==> config.mk <==
export PLATFORM = sky130hd
export DESIGN_NAME = gdl_driver
export DESIGN_NICKNAME = d
export VERILOG_FILES = /design/src/common/gdl_pkg.sv /design/src/rtl/gdl_driver.sv /design/src/rtl/gdl_supply_undervoltage_lockout.sv
export VERILOG_INCLUDE_DIRS = /design/src /design/src/common
export SDC_FILE = /design/constraint.sdc
export NUM_CORES = 1
export LEC_CHECK = 0
export BUFFER_PORTS_ARGS = -buffer_cell sky130_fd_sc_hd__buf_4
export CORE_MARGIN = 1
export CORE_UTILIZATION = 62
export CTS_BUF_LIST = sky130_fd_sc_hd__clkbuf_16
export CTS_CLUSTER_SIZE = 16
export DETAILED_ROUTE_END_ITERATION = 10
export HOLD_SLACK_MARGIN = 0.1
export MAX_ROUTING_LAYER = met4
export PLACE_DENSITY_LB_ADDON = 0.3
export SLEW_MARGIN = 40
export SYNTH_ARGS = -nofsm -noshare
export SYNTH_HDL_FRONTEND = slang
export SYNTH_SLANG_ARGS = --single-unit
==> constraint.sdc <==
create_clock -name i_clk_sys -period 7 [get_ports i_clk_sys]
set_input_delay 0.7 -clock i_clk_sys [delete_from_list [all_inputs] [get_ports i_clk_sys]]
set_output_delay 0.7 -clock i_clk_sys [all_outputs]
set_load 0.05 [all_outputs]
==> src/common/gdl_map.svh <==
// constants for the dual gate driver output logic
`ifndef GDL_MAP_SVH
`define GDL_MAP_SVH

`define GDL_CLK_NS          10
`define GDL_INPUT_SIDE_SUPPLY_DELAY_US   40
`define GDL_VDD_DELAY_US    50
`define GDL_INPUT_SIDE_SUPPLY_DELAY_CYC  ((`GDL_INPUT_SIDE_SUPPLY_DELAY_US * 1000 + `GDL_CLK_NS - 1) / `GDL_CLK_NS)
`define GDL_VDD_DELAY_CYC   ((`GDL_VDD_DELAY_US * 1000 + `GDL_CLK_NS - 1) / `GDL_CLK_NS)
`define GDL_DT_OPEN_NS      8
`define GDL_DT_OPEN_CYC     ((`GDL_DT_OPEN_NS + `GDL_CLK_NS - 1) / `GDL_CLK_NS)
`define GDL_DT_NS_PER_KOHM  10
`define GDL_PULSE_MIN_NS    5
`define GDL_PULSE_MIN_CYC   ((`GDL_PULSE_MIN_NS + `GDL_CLK_NS - 1) / `GDL_CLK_NS)
`define GDL_CNT_W           13
`define GDL_DT_W            12
`define GDL_PV_W            8
`define GDL_PCNT_W          4
`define GDL_RST_DRIVE       1'b0

`endif

==> src/common/gdl_pkg.sv <==
// types for the dual gate driver output logic
package gdl_pkg;

  typedef enum logic [1:0] {
    GDL_DT_OPEN    = 2'h0,
    GDL_DT_RES     = 2'h1,
    GDL_DT_OVERLAP = 2'h2
  } gdl_dt_mode_e;

endpackage

==> src/rtl/gdl_driver.sv <==
// two-channel gate driver output decision logic
`timescale 1ns/1ps
`include "gdl_map.svh"

module gdl_driver #(
  parameter int unsigned INPUT_SIDE_SUPPLY_DELAY_CYC = `GDL_INPUT_SIDE_SUPPLY_DELAY_CYC,
  parameter int unsigned VDD_DELAY_CYC  = `GDL_VDD_DELAY_CYC
) (
  input  wire logic                 i_clk_sys,
  input  wire logic                 i_rst,
  input  wire logic                 i_chan_a_input,
  input  wire logic                 i_chan_b_input,
  input  wire logic                 i_output_shutdown,
  input  wire logic [1:0]           i_deadtime_select,
  input  wire logic [`GDL_PV_W-1:0] i_deadtime_program_value,
  input  wire logic                 i_input_supply_above_on,
  input  wire logic                 i_input_supply_above_off,
  input  wire logic                 i_chan_a_supply_above_on,
  input  wire logic                 i_chan_a_supply_above_off,
  input  wire logic                 i_chan_b_supply_above_on,
  input  wire logic                 i_chan_b_supply_above_off,
  output logic                      o_chan_a_drive,
  output logic                      o_chan_b_drive,
  output logic                      o_input_supply_ready,
  output logic                      o_chan_a_supply_ready,
  output logic                      o_chan_b_supply_ready
);

  logic [4:0]              s1;
  logic [4:0]              s2;
  logic [4:0]              s3;
  logic [4:0]              flt;
  logic [1:0]              acc;
  logic [1:0]              acc_d;
  logic [1:0]              drive;
  logic [1:0]              next_drive;
  logic [1:0]              sup_ready;
  logic [`GDL_PV_W-1:0]    pv1;
  logic [`GDL_PV_W-1:0]    pv2;
  logic [`GDL_PV_W-1:0]    pv3;
  logic [`GDL_PV_W-1:0]    pv;
  logic [`GDL_DT_W-1:0]    dt_cnt [2];
  logic [`GDL_DT_W-1:0]    dt_len;
  logic                    shut;
  logic                    overlap;
  gdl_pkg::gdl_dt_mode_e   mode;

  // dead time length in clock cycles for the selected mode
  function automatic logic [`GDL_DT_W-1:0] dt_cycles(
    input gdl_pkg::gdl_dt_mode_e m,
    input logic [`GDL_PV_W-1:0]  v
  );
    logic [19:0] ns;
    ns = 20'(v) * 20'(`GDL_DT_NS_PER_KOHM);
    case (m)
      gdl_pkg::GDL_DT_RES:     dt_cycles = `GDL_DT_W'(ns / 20'(`GDL_CLK_NS));
      gdl_pkg::GDL_DT_OVERLAP: dt_cycles = '0;
      default:                 dt_cycles = `GDL_DT_W'(`GDL_DT_OPEN_CYC);
    endcase
  endfunction

  gdl_supply_undervoltage_lockout #(.DELAY_CYC(INPUT_SIDE_SUPPLY_DELAY_CYC)) u_input_side_supply (
    .i_clk_sys   (i_clk_sys),
    .i_rst       (i_rst),
    .i_above_on  (i_input_supply_above_on),
    .i_above_off (i_input_supply_above_off),
    .o_good      (),
    .o_ready     (o_input_supply_ready)
  );

  gdl_supply_undervoltage_lockout #(.DELAY_CYC(VDD_DELAY_CYC)) u_chan_a_output_supply (
    .i_clk_sys   (i_clk_sys),
    .i_rst       (i_rst),
    .i_above_on  (i_chan_a_supply_above_on),
    .i_above_off (i_chan_a_supply_above_off),
    .o_good      (),
    .o_ready     (o_chan_a_supply_ready)
  );

  gdl_supply_undervoltage_lockout #(.DELAY_CYC(VDD_DELAY_CYC)) u_chan_b_output_supply (
    .i_clk_sys   (i_clk_sys),
    .i_rst       (i_rst),
    .i_above_on  (i_chan_b_supply_above_on),
    .i_above_off (i_chan_b_supply_above_off),
    .o_good      (),
    .o_ready     (o_chan_b_supply_ready)
  );

  assign sup_ready = {o_chan_b_supply_ready, o_chan_a_supply_ready};

  // pins cross in through three stages; reset value low covers open inputs
  always_ff @(posedge i_clk_sys) begin
    if (i_rst) begin
      s1 <= 5'h00;
      s2 <= 5'h00;
      s3 <= 5'h00;
    end else begin
      s1 <= {i_deadtime_select, i_output_shutdown,
             i_chan_b_input, i_chan_a_input};
      s2 <= s1;
      s3 <= s2;
    end
  end

  // strap crosses like the pins; a value counts once two stages agree
  always_ff @(posedge i_clk_sys) begin
    if (i_rst) begin
      pv1 <= '0;
      pv2 <= '0;
      pv3 <= '0;
      pv  <= '0;
    end else begin
      pv1 <= i_deadtime_program_value;
      pv2 <= pv1;
      pv3 <= pv2;
      if (pv2 == pv3) begin
        pv <= pv3;
      end
    end
  end

  genvar g;
  generate
    for (g = 0; g < 5; g++) begin : g_flt
      always_ff @(posedge i_clk_sys) begin
        if (i_rst) begin
          flt[g] <= 1'b0;
        end else if (s2[g] == s3[g]) begin
          flt[g] <= s3[g];
        end
      end
    end
  endgenerate

  assign shut    = flt[2];
  assign mode    = gdl_pkg::gdl_dt_mode_e'(flt[4:3]);
  assign overlap = (mode == gdl_pkg::GDL_DT_OVERLAP);
  assign dt_len  = dt_cycles(mode, pv);

  generate
    for (g = 0; g < 2; g++) begin : g_chan
      logic [`GDL_PCNT_W-1:0] pcnt;

      // input must hold its new level for the minimum width
      always_ff @(posedge i_clk_sys) begin
        if (i_rst) begin
          acc[g] <= 1'b0;
          pcnt   <= '0;
        end else if (flt[g] == acc[g]) begin
          pcnt <= '0;
        end else if (pcnt + 1'b1 >= `GDL_PCNT_W'(`GDL_PULSE_MIN_CYC)) begin
          acc[g] <= flt[g];
          pcnt   <= '0;
        end else begin
          pcnt <= pcnt + 1'b1;
        end
      end

      always_ff @(posedge i_clk_sys) begin
        if (i_rst) begin
          acc_d[g] <= 1'b0;
        end else begin
          acc_d[g] <= acc[g];
        end
      end

      // a gap already longer than the dead time finds the counter at zero
      always_ff @(posedge i_clk_sys) begin
        if (i_rst || overlap) begin
          dt_cnt[g] <= '0;
        end else if (acc_d[1-g] && !acc[1-g]) begin
          dt_cnt[g] <= dt_len;
        end else if (dt_cnt[g] != '0) begin
          dt_cnt[g] <= dt_cnt[g] - 1'b1;
        end
      end

      always_comb begin
        next_drive[g] = 1'b0;
        if (o_input_supply_ready && sup_ready[g] && !shut) begin
          if (overlap) begin
            next_drive[g] = acc[g];
          end else begin
            // both high gives both low; wait for other drive and dead time
            // a fresh fall loads the dead counter only on the next edge
            next_drive[g] = acc[g] && !acc[1-g] && !drive[1-g]
                            && !acc_d[1-g]
                            && dt_cnt[g] == '0;
          end
        end
      end

      always_ff @(posedge i_clk_sys) begin
        if (i_rst) begin
          drive[g] <= `GDL_RST_DRIVE;
        end else begin
          drive[g] <= next_drive[g];
        end
      end
    end
  endgenerate

  assign o_chan_a_drive = drive[0];
  assign o_chan_b_drive = drive[1];
endmodule

==> src/rtl/gdl_supply_undervoltage_lockout.sv <==
// supply good latch with hysteresis and power-up release delay
`timescale 1ns/1ps
`include "gdl_map.svh"

module gdl_supply_undervoltage_lockout #(
  parameter int unsigned DELAY_CYC = 1
) (
  input  wire logic i_clk_sys,
  input  wire logic i_rst,
  input  wire logic i_above_on,
  input  wire logic i_above_off,
  output logic      o_good,
  output logic      o_ready
);

  logic [1:0]           s1;
  logic [1:0]           s2;
  logic [1:0]           s3;
  logic [1:0]           flt;
  logic [`GDL_CNT_W-1:0] cnt;

  always_ff @(posedge i_clk_sys) begin
    if (i_rst) begin
      s1 <= 2'h0;
      s2 <= 2'h0;
      s3 <= 2'h0;
    end else begin
      s1 <= {i_above_off, i_above_on};
      s2 <= s1;
      s3 <= s2;
    end
  end

  genvar g;
  generate
    for (g = 0; g < 2; g++) begin : g_flt
      always_ff @(posedge i_clk_sys) begin
        if (i_rst) begin
          flt[g] <= 1'b0;
        end else if (s2[g] == s3[g]) begin
          flt[g] <= s3[g];
        end
      end
    end
  endgenerate

  // set on the upper threshold, clear only below the lower one
  always_ff @(posedge i_clk_sys) begin
    if (i_rst) begin
      o_good <= 1'b0;
    end else if (!flt[1]) begin
      o_good <= 1'b0;
    end else if (flt[0]) begin
      o_good <= 1'b1;
    end
  end

  always_ff @(posedge i_clk_sys) begin
    // a drop clears ready with good, so ready never rises on a falling supply
    if (i_rst || !o_good || !flt[1]) begin
      cnt     <= '0;
      o_ready <= 1'b0;
    end else if (!o_ready) begin
      if (cnt == `GDL_CNT_W'(DELAY_CYC - 1)) begin
        o_ready <= 1'b1;
      end else begin
        cnt <= cnt + 1'b1;
      end
    end
  end
endmodule

==> results.yml <==
run_status:
  status: "completed"
pwr:
  clockPowerShare_pct: 36.5
  switchingPower_uw: 704
  cell_internal_pwr_uw: 1730
  ir_worst_vdd_mv: 0.210
  p_per_area_nw_per_um2: 283
  seq_power_share_pct: 44.5
  p_leak_uw: 0.00331
  power_frac_comb_pct: 19.0
  p_sw_share_pct: 28.9
die:
  initial_core_util_pct: 63.9
  die_w_um: 114
  rows: 40
  dieArea_sq_um: 12900
  die_y_um: 114
  ios: 26
  core_sq_um: 12100
sta:
  fin_crit_ns: 5.81
  hold_ws_ns: 0.436
  setup_ws_ns: 1.19
  slew_headroom_pct: 47.1
  hold_viol_final: 0
  maxSlewViolCount: 0
  finalSetupViolCount: 0
  worstMarginPinSlew_ns: 0.793
  fin_skew_ns: 0.00838
  setup_tns_ns: 0
  rsz0062_at_grt: "no"
  post-route-period-util_pct: 83.0
  clock.fmax_mhz: 172
setup_path:
  r2r_cells: 17
  critPathKind: "flip-flop to flip-flop"
  worst_ep_required_time_ns: 7.18
  endpoint: "dt_cnt[0][0]$_DFFE_PP_"
  rr_startpoint: "pv[1]$_SDFFE_PP0N_"
  critical_path.endpoint_type: "flip-flop"
  worstPathMaxFanout: 10
  ff2ff_setup_slack_ns: 1.19
  start_kind: "flip-flop"
  worstPathArrival_ns: 5.99
  startpoint: "pv[1]$_SDFFE_PP0N_"
  reg2reg_to: "dt_cnt[0][0]$_DFFE_PP_"
grt:
  first_global_vias: 5921
  grt_overflow: 0
  grt_max_degree: 89
  grt_pass1_wl_um: 27500
  grt_util_all_layers_pct: 27.4
  antenna_found_initial: 0
cells_and_area:
  design_area_sq_um: 8610
  drive_above_1_share_pct: 9.40
  synthToLayoutAreaGrowth_pct: 11.2
  nets: 905
  antenna_cells: 0
  final_cell_mix: "dfxtp_1, nor2_1, nand2_1"
  fillers: 883
  final_common_cell: "dfxtp_1"
  final_cells: 1040
clocking:
  clk_pin_slew_worst_paths_ns: 0.06
  cts_setup_buffers: 0
  cts_max_level: 4
  cts_sinks: 159
  cts_resized: 0
  root_buffer: "clkbuf_16"
  clk_latency_ns: 0.42
  cts_tree: "done"
  holdBufCountCts: 0
  numCtsBuffers: 17
  clock_path_buffers: 2
synth:
  synthAdderAreaFrac_pct: 4.27
  synth-compound-area-share_pct: 14.9
  synth.distinct_cells: 84
  synthArstFlopShare_pct: 0
  synthCells: 843
  muxShareOfSynthArea_pct: 2.23
  synthesis.area_sq_um: 7740
  netlist.area_leader.share_pct: 34.9
  yosysWarnings: 0
  synth-xor-area-share_pct: 7.47
  synth_top_cell_by_area: "dfxtp_1"
  ys_seq_area_share_pct: 44.2
  synth_edf_count: 24
  ys.flop_type: "dfxtp_1"
  yosys-top-cells-area: "dfxtp_1, edfxtp_1, nor2b_1"
  ys_ff_latch: 159
  yosys.area_share.simple_pct: 24.3
  synth_top_family_by_area: "simple AND/OR/NAND/NOR gates"
  avgSynthCellArea_sq_um: 9.18
detailed_routing:
  drtPass1Iterations: 5
  vias_per_cell: 5.93
  finalWirelength_um: 16300
  drc_errors: 0
  wl_per_cell_um: 15.7
  postRouteAntennaNets: 0
  drt_iter0_drc: 525
  num_vias: 6168
placed_design:
  port_buffers: 25
  dpl.cell_count: 1007
  dp_hpwl_um: 11100
  place_ws_ns: 1.18
  placed_cell_area_sq_um: 8020
  gp_congestion: 0.857
job:
  cap_violations: 0
worst_hold_path:
  min_path_type: "flip-flop to flip-flop"
## critical path, cell delays in order (launching register included)
cell and delay (ns):
dfxtp_1 0.47, ha_1 0.28, ha_1 0.24, fa_1 0.52, a211o_1 0.42, nand2_1 0.09
mux2_2 0.34, a2111o_1 0.36, o211ai_1 0.48, o21ai_0 0.20, a221oi_2 0.33, o311ai_2 0.31
nor2b_4 0.23, o211a_1 0.20, o31a_1 0.28, a222oi_1 0.37, o2111ai_1 0.21, a32o_1 0.24
## metrics by stage
step,power (uW),util (%)
after floorplan,1450,-
after global placement,1520,66.3
after detailed placement,1550,66.3
after CTS,2440,71.0
after global routing,2540,71.1
final,2440,71.1
## layout make-up
cell class	instances	area, sq um	share of cell area [%]
Clock buffer	17	425	4.94
Sequential cell	159	3420	39.8
Inverter	16	60.1	0.697
Multi-Input combinational cell	638	4140	48.1
Tap cell	168	210	2.44
Clock inverter	15	148	1.71
Timing Repair Buffer	27	203	2.35
## state kept, by name, indices dropped and copies added, names as in the netlist, 4 cells and up
name                        flops
pv2                             8
g_chan.pcnt                     8
pv1                             8
u_chan_b_output_supply.cnt     13
pv3                             8
u_chan_a_output_supply.cnt     13
s1                              5
pv                              8
u_input_side_supply.cnt        13
s2                              5
dt_cnt                         24
flt                             4
s3                              5
## power by group through the flow
stage | Clock (uW) | Combinational, uW | Sequential (uW)
finish | 890 | 463 | 1080
detailed placement | 0 | 448 | 1100
CTS | 902 | 457 | 1080
floorplan | 0 | 365 | 1080
global placement | 0 | 428 | 1100
global route | 939 | 512 | 1090
## synthesized netlist by cell type, types with 12 or more instances
cell type,instances
mux2i_1,15
dfxtp_1,135
ha_1,24
a21oi_1,37
nand4_1,13
nor2_1,105
nand3_1,14
inv_1,16
o21ai_0,30
nand2_1,70
xor2_1,41
or3_1,12
edfxtp_1,24
xnor2_1,25
nor3_1,24
nor2b_1,66
clkbuf_1,23
## how the worst min path moves through the flow
stage	start	end	slack, ns	cells after the start
floorplan	pv1[0]$_SDFF_PP0_	pv2[0]$_SDFF_PP0_	0.41	1
global placement	u_chan_b_output_supply.s1[1]$_SDFF_PP0_	u_chan_b_output_supply.s2[1]$_SDFF_PP0_	0.42	1
detailed placement	u_chan_b_output_supply.s1[1]$_SDFF_PP0_	u_chan_b_output_supply.s2[1]$_SDFF_PP0_	0.42	1
CTS	u_chan_b_output_supply.s1[1]$_SDFF_PP0_	u_chan_b_output_supply.s2[1]$_SDFF_PP0_	0.44	1
global route	s1[1]$_SDFF_PP0_	s2[1]$_SDFF_PP0_	0.46	1
finish	u_chan_b_output_supply.s1[1]$_SDFF_PP0_	u_chan_b_output_supply.s2[1]$_SDFF_PP0_	0.44	1
## per-layer routing
| metal | GRT usage, % | part of all wire, % | up-vias |
|---|---|---|---|
| met1 | 34.1 | 45 | 2955 |
| met5 | - | 0 | - |
| met2 | 44.9 | 49 | 158 |
| li1 | - | - | 3034 |
| met4 | 9.04 | 1.4 | 0 |
| met3 | 5.37 | 4.3 | 21 |
## logic make-up after synthesis
kind of cell,Yosys count
compound gates,159
xor+xnor,66
fa+ha+maj,26
buf+inv,49
flops,159
mux,17
other cells,1
simple gates,366
(Power assumes the default switching activity.)
